===== config.mk =====
export PLATFORM = sky130hd
export DESIGN_NAME = etio_top
export DESIGN_NICKNAME = d
export VERILOG_FILES = /design/src/etio_pkg.sv /design/src/etio_debounce.sv /design/src/etio_top.sv
export SDC_FILE = /design/constraint.sdc
export NUM_CORES = 1
export LEC_CHECK = 0
export BUFFER_PORTS_ARGS = -buffer_cell sky130_fd_sc_hd__buf_4
export CAP_MARGIN = 25
export CORE_ASPECT_RATIO = 0.75
export CORE_UTILIZATION = 41
export CTS_CLUSTER_SIZE = 16
export DETAILED_ROUTE_END_ITERATION = 8
export PLACE_DENSITY_LB_ADDON = 0.25
export SETUP_SLACK_MARGIN = 0.3
export SYNTH_ARGS = -nofsm -noshare
export SYNTH_HDL_FRONTEND = slang
export SYNTH_SLANG_ARGS = --single-unit

===== constraint.sdc =====
create_clock -name ref_clk -period 4.5 [get_ports ref_clk]
set_clock_uncertainty 0.05 [all_clocks]
set_input_delay 1.125 -clock ref_clk [delete_from_list [all_inputs] [get_ports ref_clk]]
set_output_delay 1.125 -clock ref_clk [all_outputs]
set_load 0.01 [all_outputs]

===== src/etio_pkg.sv =====
// Package for the external trigger input/output block: constants and carriers
package etio_pkg;

    // ************************************************************
    // Timing
    // ************************************************************
    localparam int unsigned CLK_HZ = 40_000_000;
    localparam int unsigned DEBOUNCE_MS = 30;
    localparam int unsigned DEBOUNCE_CYC = CLK_HZ / 1000 * DEBOUNCE_MS;
    localparam int unsigned PRE_TRIG_REC_S = 1;
    localparam int unsigned OUT_PULSE_MS = 10;
    localparam int unsigned OUT_PULSE_CYC = CLK_HZ / 1000 * OUT_PULSE_MS;
    localparam int unsigned MS_CYC = CLK_HZ / 1000;
    localparam int unsigned TIME_W = 16;

    // ************************************************************
    // Reset values
    // ************************************************************
    localparam logic PIN_IDLE = 1'b1;

    // ************************************************************
    // Types
    // ************************************************************
    typedef enum logic [1:0] {
        ETIO_EDGE_FALL = 2'h0,
        ETIO_EDGE_RISE = 2'h1,
        ETIO_EDGE_BOTH = 2'h2,
        ETIO_EDGE_OFF = 2'h3
    } etio_edge_t;

    typedef enum logic [3:0] {
        ETIO_ST_IDLE = 4'h1,
        ETIO_ST_ARMED = 4'h2,
        ETIO_ST_LOG = 4'h4,
        ETIO_ST_POST = 4'h8
    } etio_state_t;

    typedef struct packed {
        etio_edge_t edge_sel;
        logic start_on_trig;
        logic stop_on_trig;
        logic [TIME_W-1:0] pre_ms;
        logic [TIME_W-1:0] post_ms;
        logic [7:0] out_event_mask;
    } etio_cfg_t;

    typedef struct packed {
        logic armed;
        logic logging;
        logic pre_full;
        logic trig_seen;
        logic pin_level;
    } etio_stat_t;

endpackage


===== src/etio_debounce.sv =====
// Debouncer: a new level is accepted only after it stands for the whole hold time
`timescale 1ns/1ps
module etio_debounce
    import etio_pkg::*;
#(
    parameter int unsigned HOLD_CYC = DEBOUNCE_CYC
) (
    ref_clk, // System clock
    rst_n, // Synchronised reset, active low
    raw_in, // Synchronised pin level
    level_out, // Debounced level
    rise_pls, // One-cycle pulse on accepted rise
    fall_pls // One-cycle pulse on accepted fall
);
    input wire logic ref_clk;
    input wire logic rst_n;
    input wire logic raw_in;
    output logic level_out;
    output logic rise_pls;
    output logic fall_pls;

    typedef struct packed {
        logic level;
        logic [31:0] cnt;
        logic rise;
        logic fall;
    } etio_db_t;

    etio_db_t st_reg;
    etio_db_t st_next;

    always_comb begin
        st_next = st_reg;
        st_next.rise = 1'b0;
        st_next.fall = 1'b0;
        if (raw_in == st_reg.level) begin
            st_next.cnt = '0; // see RULE3
        end else if (st_reg.cnt >= HOLD_CYC - 1) begin
            st_next.cnt = '0;
            st_next.level = raw_in;
            st_next.rise = raw_in;
            st_next.fall = ~raw_in;
        end else begin
            st_next.cnt = st_reg.cnt + 32'h1; // see RULE3
        end
    end

    always_ff @(posedge ref_clk or negedge rst_n) begin
        if (!rst_n) begin
            st_reg <= '{level: PIN_IDLE, cnt: '0, rise: 1'b0, fall: 1'b0};
        end else begin
            st_reg <= st_next;
        end
    end

    assign level_out = st_reg.level;
    assign rise_pls = st_reg.rise;
    assign fall_pls = st_reg.fall;

    // A new level that has not yet stood the full hold time must leave the output alone
    a_short_glitch: assert property (@(posedge ref_clk) disable iff (!rst_n) // see RULE3
        ((raw_in != level_out) && (st_reg.cnt < HOLD_CYC - 1)) |=> $stable(level_out))
        else $error("debounced level changed on a short glitch");

endmodule // etio_debounce


===== src/etio_top.sv =====
// External trigger input/output: sync, debounce, edge select, log control, pulse out
`timescale 1ns/1ps
// What this block does
// RULE1 - Falling edge config: trigger on pull low
// RULE2 - Rising edge config: trigger on release high
// RULE3 - Ignore level changes shorter than 30 ms
// RULE4 - Open input reads high via pull-up
// RULE5 - Single output pulse on selected internal event
// RULE6 - Qualified falling edge can start logging
// RULE7 - Post-trigger time zero means log forever
// RULE8 - Pre-trigger time keeps earlier data
// RULE9 - Two flip-flop synchroniser before debounce
module etio_top
    import etio_pkg::*;
#(
    parameter int unsigned HOLD_CYC = DEBOUNCE_CYC,
    parameter int unsigned PULSE_CYC = OUT_PULSE_CYC,
    parameter int unsigned TICK_CYC = MS_CYC
) (
    ref_clk, // 40 MHz clock
    rst_n, // Asynchronous reset, active low
    trig_in, // Trigger input pin, pulled up
    cfg, // Configuration bits
    arm, // Pulse: arm the trigger logic
    disarm, // Pulse: return to idle
    event_in, // Internal events, bit 0 is storage full
    trig_out, // Trigger output pulse, active high
    trig_pls, // One-cycle pulse on qualified trigger
    stat // Status bits
);
    input wire logic ref_clk;
    input wire logic rst_n;
    input wire logic trig_in;
    input etio_pkg::etio_cfg_t cfg;
    input wire logic arm;
    input wire logic disarm;
    input wire logic [7:0] event_in;
    output logic trig_out;
    output logic trig_pls;
    output etio_pkg::etio_stat_t stat;

    // ************************************************************
    // Reset release
    // ************************************************************
    logic [1:0] rst_sync_reg;
    logic rst_n_s;
    always_ff @(posedge ref_clk or negedge rst_n) begin
        if (!rst_n) begin
            rst_sync_reg <= 2'h0;
        end else begin
            rst_sync_reg <= {rst_sync_reg[0], 1'b1};
        end
    end
    assign rst_n_s = rst_sync_reg[1];

    // ************************************************************
    // Input path
    // ************************************************************
    logic sync1_reg;
    logic sync2_reg;
    // Both stages reset high: an open pin is idle high, so no false edge after reset
    always_ff @(posedge ref_clk or negedge rst_n_s) begin
        if (!rst_n_s) begin
            sync1_reg <= PIN_IDLE; // see RULE4
            sync2_reg <= PIN_IDLE;
        end else begin
            sync1_reg <= trig_in; // see RULE9
            sync2_reg <= sync1_reg; // see RULE9
        end
    end

    logic db_level;
    logic db_rise;
    logic db_fall;
    etio_debounce #(.HOLD_CYC(HOLD_CYC)) u_db (
        .ref_clk(ref_clk),
        .rst_n(rst_n_s),
        .raw_in(sync2_reg),
        .level_out(db_level),
        .rise_pls(db_rise),
        .fall_pls(db_fall)
    );

    function automatic logic edge_hit(etio_edge_t sel, logic rise, logic fall);
        case (sel)
            ETIO_EDGE_FALL: edge_hit = fall; // see RULE1
            ETIO_EDGE_RISE: edge_hit = rise; // see RULE2
            ETIO_EDGE_BOTH: edge_hit = rise | fall;
            default: edge_hit = 1'b0;
        endcase
    endfunction

    logic hit;
    assign hit = edge_hit(cfg.edge_sel, db_rise, db_fall);

    // ************************************************************
    // Control state
    // ************************************************************
    typedef struct packed {
        etio_state_t fsm;
        logic [$clog2(TICK_CYC+1)-1:0] tick_cnt;
        logic [TIME_W-1:0] pre_cnt;
        logic [TIME_W-1:0] post_cnt;
        logic pre_full;
        logic trig_seen;
        logic trig;
        logic [31:0] out_cnt;
        logic out;
        logic [7:0] ev_prev;
    } etio_st_t;

    etio_st_t st_reg;
    etio_st_t st_next;
    logic ms_tick;
    logic ev_fire;

    assign ms_tick = (st_reg.tick_cnt == ($clog2(TICK_CYC+1))'(TICK_CYC - 1));
    assign ev_fire = |(event_in & ~st_reg.ev_prev & cfg.out_event_mask);

    always_comb begin
        st_next = st_reg;
        st_next.trig = 1'b0;
        st_next.ev_prev = event_in;
        st_next.tick_cnt = ms_tick ? '0 : st_reg.tick_cnt + 1'b1;
        case (st_reg.fsm)
            ETIO_ST_IDLE: begin
                if (arm) begin
                    st_next.fsm = ETIO_ST_ARMED;
                    st_next.pre_cnt = '0;
                    st_next.pre_full = (cfg.pre_ms == '0);
                    st_next.trig_seen = 1'b0;
                end
            end
            ETIO_ST_ARMED: begin
                // Pre-trigger window fills while armed; the recorder keeps that span
                if (ms_tick && !st_reg.pre_full) begin
                    st_next.pre_cnt = st_reg.pre_cnt + 1'b1; // see RULE8
                    st_next.pre_full = (st_reg.pre_cnt + 1'b1 >= cfg.pre_ms);
                end
                if (disarm) begin
                    st_next.fsm = ETIO_ST_IDLE;
                end else if (hit && cfg.start_on_trig) begin
                    st_next.fsm = ETIO_ST_LOG; // see RULE6
                    st_next.trig = 1'b1;
                    st_next.trig_seen = 1'b1;
                end
            end
            ETIO_ST_LOG: begin
                if (disarm) begin
                    st_next.fsm = ETIO_ST_IDLE;
                end else if (hit && cfg.stop_on_trig) begin
                    st_next.trig = 1'b1;
                    st_next.post_cnt = '0;
                    // Zero post time: a stop trigger stays in logging; only disarm ends it
                    if (cfg.post_ms != '0) begin
                        st_next.fsm = ETIO_ST_POST; // see RULE7
                    end
                end
            end
            ETIO_ST_POST: begin
                if (disarm) begin
                    st_next.fsm = ETIO_ST_IDLE;
                end else if (ms_tick) begin
                    st_next.post_cnt = st_reg.post_cnt + 1'b1;
                    if (st_reg.post_cnt + 1'b1 >= cfg.post_ms) begin
                        st_next.fsm = ETIO_ST_IDLE;
                    end
                end
            end
            default: st_next.fsm = ETIO_ST_IDLE;
        endcase
        // Single output pulse; a new event during the pulse is merged, not stretched
        if (st_reg.out) begin
            if (st_reg.out_cnt >= PULSE_CYC - 1) begin
                st_next.out = 1'b0;
            end else begin
                st_next.out_cnt = st_reg.out_cnt + 32'h1;
            end
        end else if (ev_fire) begin
            st_next.out = 1'b1; // see RULE5
            st_next.out_cnt = '0;
        end
    end

    always_ff @(posedge ref_clk or negedge rst_n_s) begin
        if (!rst_n_s) begin
            st_reg <= '{fsm: ETIO_ST_IDLE, default: '0};
        end else begin
            st_reg <= st_next;
        end
    end

    assign trig_out = st_reg.out;
    assign trig_pls = st_reg.trig;
    // One driver for the whole status word, so no field has a second driver
    assign stat = '{
        armed: (st_reg.fsm == ETIO_ST_ARMED),
        logging: (st_reg.fsm == ETIO_ST_LOG) || (st_reg.fsm == ETIO_ST_POST),
        pre_full: st_reg.pre_full,
        trig_seen: st_reg.trig_seen,
        pin_level: db_level
    };

    // ************************************************************
    // Checks
    // ************************************************************
    a_fall_trig: assert property (@(posedge ref_clk) disable iff (!rst_n_s) // see RULE1
        (stat.armed && db_fall && cfg.edge_sel == ETIO_EDGE_FALL && cfg.start_on_trig && !disarm)
        |=> trig_pls && stat.logging)
        else $error("falling edge did not start logging");
    a_rise_trig: assert property (@(posedge ref_clk) disable iff (!rst_n_s) // see RULE2
        (stat.armed && db_rise && cfg.edge_sel == ETIO_EDGE_RISE && cfg.start_on_trig && !disarm)
        |=> trig_pls)
        else $error("rising edge did not trigger");
    a_no_wrong_edge: assert property (@(posedge ref_clk) disable iff (!rst_n_s) // see RULE1
        (db_rise && cfg.edge_sel == ETIO_EDGE_FALL) |=> !trig_pls)
        else $error("trigger on wrong edge");
    a_pin_idle_high: assert property (@(posedge ref_clk) disable iff (!rst_n_s) // see RULE4
        $rose(rst_n_s) |-> db_level)
        else $error("input not idle high after reset");
    a_sync_delay: assert property (@(posedge ref_clk) disable iff (!rst_n_s) // see RULE9
        $fell(sync2_reg) |-> $past(trig_in, 2) == 1'b0)
        else $error("synchroniser depth wrong");
    a_out_pulse: assert property (@(posedge ref_clk) disable iff (!rst_n_s) // see RULE5
        (!trig_out && ev_fire) |=> trig_out)
        else $error("event gave no output pulse");
    a_out_ends: assert property (@(posedge ref_clk) disable iff (!rst_n_s) // see RULE5
        (trig_out && st_reg.out_cnt >= PULSE_CYC - 1) |=> !trig_out)
        else $error("output pulse not single");
    a_post_zero: assert property (@(posedge ref_clk) disable iff (!rst_n_s) // see RULE7
        (st_reg.fsm == ETIO_ST_LOG && cfg.post_ms == '0 && !disarm) |=> st_reg.fsm == ETIO_ST_LOG)
        else $error("zero post time ended logging");
    a_pre_count: assert property (@(posedge ref_clk) disable iff (!rst_n_s) // see RULE8
        (stat.armed && !stat.pre_full && ms_tick && !disarm && !hit)
        |=> st_reg.pre_cnt == $past(st_reg.pre_cnt) + 1'b1)
        else $error("pre-trigger time not counted");

    c_start: cover property (@(posedge ref_clk) disable iff (!rst_n_s) stat.armed ##1 stat.logging);
    c_post_end: cover property (@(posedge ref_clk) disable iff (!rst_n_s)
        st_reg.fsm == ETIO_ST_POST ##1 st_reg.fsm == ETIO_ST_IDLE);
    c_out: cover property (@(posedge ref_clk) disable iff (!rst_n_s) $rose(trig_out));

endmodule // etio_top


# ---- Word level (Yosys, flattened, before mapping)
# Index checks and enable logic that the tools add are counted.
dict set report op_classes {
  n_reduce_logical 18
  n_addsub 5
  eq_ne 22
  magnitude_cmp 4
  n_mux 36
  bitwise 6
}
# operator count
set ops {}
lappend ops {{16-bit two-way mux} 7}
lappend ops {{32-bit two-way mux} 3}
lappend ops {{33-bit two-way mux} 2}
lappend ops {{32-bit by 1-bit adder with 32-bit output, second input constant} 2}
lappend ops {{16-bit case mux with 2 select lines} 2}
lappend ops {{16-bit by 1-bit adder with 16-bit output, second input constant} 3}
lappend ops {{4-bit two-way mux} 9}
lappend ops {{16-bit >= comparator} 2}
lappend ops {{32-bit by 19-bit >= comparator with 1-bit output, second input constant} 1}
lappend ops {{32-bit by 21-bit >= comparator with 1-bit output, second input constant} 1}
lappend ops {{8-bit bitwise AND} 2}
lappend ops {{16-bit equality test, second input constant} 1}
lappend ops {{16-bit zero test} 1}
lappend ops {{4-bit case mux with 4 select lines} 1}
lappend ops {{16-bit nonzero test} 1}
lappend ops {{2-bit inequality test, second input constant} 7}
lappend ops {{3-bit inequality test, second input constant} 4}
lappend ops {{2-bit two-way mux} 5}
lappend ops {{8-bit inverter} 1}
lappend ops {{8-bit OR reduction} 1}
lappend ops {{6-bit AND reduction} 1}
lappend ops {{2-bit nonzero test} 3}
lappend ops {{5-bit AND reduction} 1}
lappend ops {{4-bit by 1-bit equality test with 1-bit output, second input constant} 1}
lappend ops {{other kinds (21)} 29}
dict set report word_totals {
  inputBits 57
  out_inout_bits 7
  ff_bits 135
  word_cells 108
}

# ---- Longest topological paths before layout
dict set report depth {
  word_depth 6
  depth_mapped 12
  ltp_nobuf 12
}

# ---- By module
# From an unflattened synthesis, not the netlist that was laid out.
dict set report unflattened {
  hier_cells 764
  area_unflattened_um2 7324.5
}
# mod seq_area_each_um2 cells_per_inst area_each_um2 instances
set by_module_without_submodules {}
lappend by_module_without_submodules {etio_top 2506.2 630 5814.3 1}
lappend by_module_without_submodules {etio_debounce 877.1 134 1510.2 1}

# ---- Least setup slack after synthesis
# OpenSTA, ideal clock, no wires.
dict set report synth_path {
  kind {reg2reg}
  start {register st_reg[44] (netlist bit)}
  end {register st_reg[95] (netlist bit)}
  period_less_slack_ns 3.048
  setup_slack_ns 1.452
  path_stages_with_launch 12
  arrival_time_ns 2.873
  t_required_ns 4.325
  cell_sequence {dfrtp_1 ha_1 nand3_1 or2_2 nor3_1 nand3_1 xnor2_1 ha_1 nand4_1 a211o_1 a31o_2 mux2_2}
}
dict set report synth_between {
  elab_chain_len 4
}
# item line
set synth_lines {}
lappend synth_lines {{start: declaration} etio_top.sv:112} ;# etio_st_t st_reg;
lappend synth_lines {{start signal: assignment} etio_top.sv:189} ;# st_reg <= st_next;
lappend synth_lines {{16-bit by 1-bit adder with 16-bit output} etio_top.sv:165} ;# if (st_reg.post_cnt + 1'b1 >= cfg.post_ms) begin
lappend synth_lines {{16-bit >= comparator} etio_top.sv:165}
lappend synth_lines {{3-bit inequality test (no line)} n/a}
lappend synth_lines {{6-bit AND reduction (no line)} n/a}
# Every way passes these cells.
# A chain may end at the register's enable or synchronous reset.

# ---- Worst setup path after layout
# Ends and elaborated chain as after synthesis.

==> reports/qor.txt <==
status -> finished, final reports clean
crit path capture type -> flop
Largest stage delay, worst path -> 430 ps
DIE AREA -> 0.01853 mm2
cell chain of the critical path -> ha_1 -> nand3_1 -> or2_2 -> nor3_1 -> nand3_1 -> xnor2_1 -> ha_1 -> nand4_1 -> a211o_1 -> a31o_2 -> mux2_2
CTS tree -> built
routed via count -> 5693
Crit Path Class -> flop to flop
row count -> 42
Synth async-reset ratio -> 100.0%
Fillers -> 1638
setup TNS -> 0 ps
cts hold-fix bufs -> 0
Setup-failing EPs final -> 0
simple-gate share of the synthesized area -> 20.63%
worst hold path type -> flop to flop
Pint -> 0.002415 W
vias in the first global route -> 5382
antenna cells -> 0
core region area -> 0.01760 mm2
largest net degree at the start of global routing -> 61
Multi-input gate area -> 0.003722 mm2
drt pass-1 iters -> 5
Post-Place Cells -> 1057
final worst path period share -> 74.70%
WHS -> 298.9 ps
mapped cell area -> 0.007373 mm2
Routed Antenna Nets -> 0
worst skew pair latency -> 420 ps
die width -> 156.9 um
CP top delay family -> simple AND/OR/NAND/NOR gates
Post-Layout Cell Count -> 1089
Psw -> 0.0008446 W
Max Fclk -> 297.5 MHz
final hold viol count -> 0
slew margin rel. -> 41.86%
RSZ-0062 raised after global routing -> no
area share of xor/xnor cells in the synthesized design -> 7.602%
clock-pin slew on the worst setup and hold paths -> 60 ps
Static Leak -> 4.114 nW
Distinct cells, synth -> 60
final worst-path setup slack -> 1139 ps
worst path bufs/invs -> 0
GP Congestion -> 0.8180
GRT Resource Usage Total -> 17.64%
clock share of power -> 43.3%
post-place setup slack -> 1140 ps
CP Max Fanout -> 6
post-synthesis mux area share -> 0.9672%
Yosys warnings -> 0
CTS max path bufs -> 2
initial antenna violation count -> 0
postcts setup bufs -> 0
PwrDens -> 373.8 mW/mm2
drt initial violations -> 327
depth of the CTS H-tree -> 4
Max Cap Viol -> 0
final wirelength -> 15.20 mm
number of I/O pins -> 64
maximum vdd drop -> 217.5 uV
Logic pwr share -> 14.2%
CTS root buf -> clkbuf_16
routed vias/inst -> 5.228
Sink Count -> 135
wire per inst -> 13.96 um
Worst Path Required -> 4750 ps
count of input and output buffers -> 63
Synth area leader -> dfrtp_1
CP arrival -> 3610 ps
register area -> 0.003387 mm2
Period minus WS final -> 3361 ps
Critical-path top delay cell -> dfrtp_1
Die Y -> 118.1 um
part of the Yosys area used for sequential elements -> 45.88%
post-CTS sizing -> 0
share of cells above drive strength 1 -> 15.11%
Area Overhead vs Synth -> 18.28%
nets -> 928
adder-cell area share of the yosys netlist -> 6.279%
area share of the largest cell type after synthesis -> 44.46%
final global-route overflow total -> 0
EDFF count, synth -> 0
first-pass GRT wire length -> 26.08 mm
synthesized flop and latch total -> 135
Startpoint Class -> flop
largest family of logic cells by synthesized area -> simple AND/OR/NAND/NOR gates
DP Wirelength -> 10.89 mm
Post-Synthesis Cells -> 763
Net Sw Frac -> 25.91%
DRC -> 0
Seq pwr share -> 42.5%
prevailing post-synth register cell -> dfrtp_1
Compound-Gate Fraction of Synth Area -> 14.29%
Initial Util -> 41.88%
CTS buffer count -> 17
max reg flops -> 92
syn_area_per_cell -> 9.664 um2
Synth area leaders -> dfrtp_1, ha_1, xnor2_1
worst slew pin tran -> 869.0 ps
Slew Limit Fails -> 0
-- power by group through the flow --
stage / clock [W] / combinational, W / sequential, W
after global routing: 0.00150 / 0.000521 / 0.00140
after global placement: 0 / 0.000456 / 0.00140
after CTS: 0.00144 / 0.000466 / 0.00138
final: 0.00141 / 0.000462 / 0.00138
after detailed placement: 0 / 0.000465 / 0.00140
after floorplan: 0 / 0.000310 / 0.00139
-- synth_stat cells (3+ instances only) --
cell type,n
dfrtp_1,131
nand2_1,61
nor2_1,54
inv_1,48
nand3_1,47
o21ai_0,39
ha_1,37
xnor2_1,34
xor2_1,30
a21oi_1,23
a2111oi_0,22
nand4_1,20
and2_1,18
clkbuf_1,17
nor4_1,15
and3_1,14
nor3_1,11
a21o_1,9
a22o_1,8
a31o_2,8
and4_1,8
o22ai_1,8
or2_2,8
buf_2,7
or3_1,6
a211oi_1,5
nand2b_1,5
nor2b_1,5
o31ai_1,5
a211o_1,4
a31oi_1,4
dfstp_2,4
nand3b_1,4
nor3b_1,4
buf_4,3
mux2i_1,3
nor4b_1,3
o211ai_1,3
-- cell type report --
| type | instances | area share (%) |
|---|---|---|
| well taps | 242 | 3.472 |
| clock buffers | 24 | 5.524 |
| repair buffers | 70 | 6.026 |
| clock inverters | 8 | 1.392 |
| flip-flops and latches | 135 | 38.84 |
| inverters | 48 | 2.066 |
| multi-input cells | 562 | 42.68 |
-- metal layers --
metal  share of wire, %  global-route usage (%)  vias up
met3                3.6                   4.070        9
li1                   -                       -     2888
met5                  0                       0        -
met2                 41                   24.58       87
met1                 55                   27.27     2709
met4               0.78                   4.105        0
-- through the flow --
stage | utilization, % | instance area [um2] | total power (W)
5_1_grt | 49.54 | 8721 | 0.003415
3_3_place_gp | 46.07 | 8110 | 0.001860
4_1_cts | 49.54 | 8721 | 0.003289
6_report | 49.54 | 8721 | 0.003260
2_1_floorplan | - | 7411 | 0.001703
3_5_place_dp | 46.11 | 8118 | 0.001868
-- final timing paths --
path                       cells after the start         endpoint            start  slack, ps
max                                           11       st_reg[95]       st_reg[44]       1140
min                                            0  rst_sync_reg[1]  rst_sync_reg[0]        300
max reg2reg                                   11       st_reg[95]       st_reg[44]       1140
min reg2reg                                    0  rst_sync_reg[1]  rst_sync_reg[0]        300
max in group asynchronous                      1       st_reg[31]  rst_sync_reg[1]       2990
min in group asynchronous                      0       st_reg[44]  rst_sync_reg[1]        360
-- cells in the final DEF, fill, tap and decap left out, types with 9 or more instances in the layout --
| cell type | instances |
|---|---|
| dfrtp_1 | 130 |
| buf_4 | 70 |
| nand2_1 | 61 |
| nor2_1 | 54 |
| inv_1 | 48 |
| nand3_1 | 47 |
| o21ai_0 | 39 |
| ha_1 | 37 |
| xnor2_1 | 34 |
| xor2_1 | 30 |
| a21oi_1 | 23 |
| a2111oi_0 | 22 |
| nand4_1 | 20 |
| and2_1 | 18 |
| clkbuf_16 | 17 |
| nor4_1 | 15 |
| and3_1 | 14 |
| conb_1 | 12 |
| nor3_1 | 11 |
| a21o_1 | 9 |
-- cell families after synthesis --
family | after synthesis
AOI/OAI and AO/OA | 152
buffers and inverters | 76
adders and majority gates | 37
DFF | 135
and+or+nand+nor | 291
xor gates and xnor gates | 64
other | 2
muxes | 6
No activity file was read; power rests on OpenSTA's default activity.
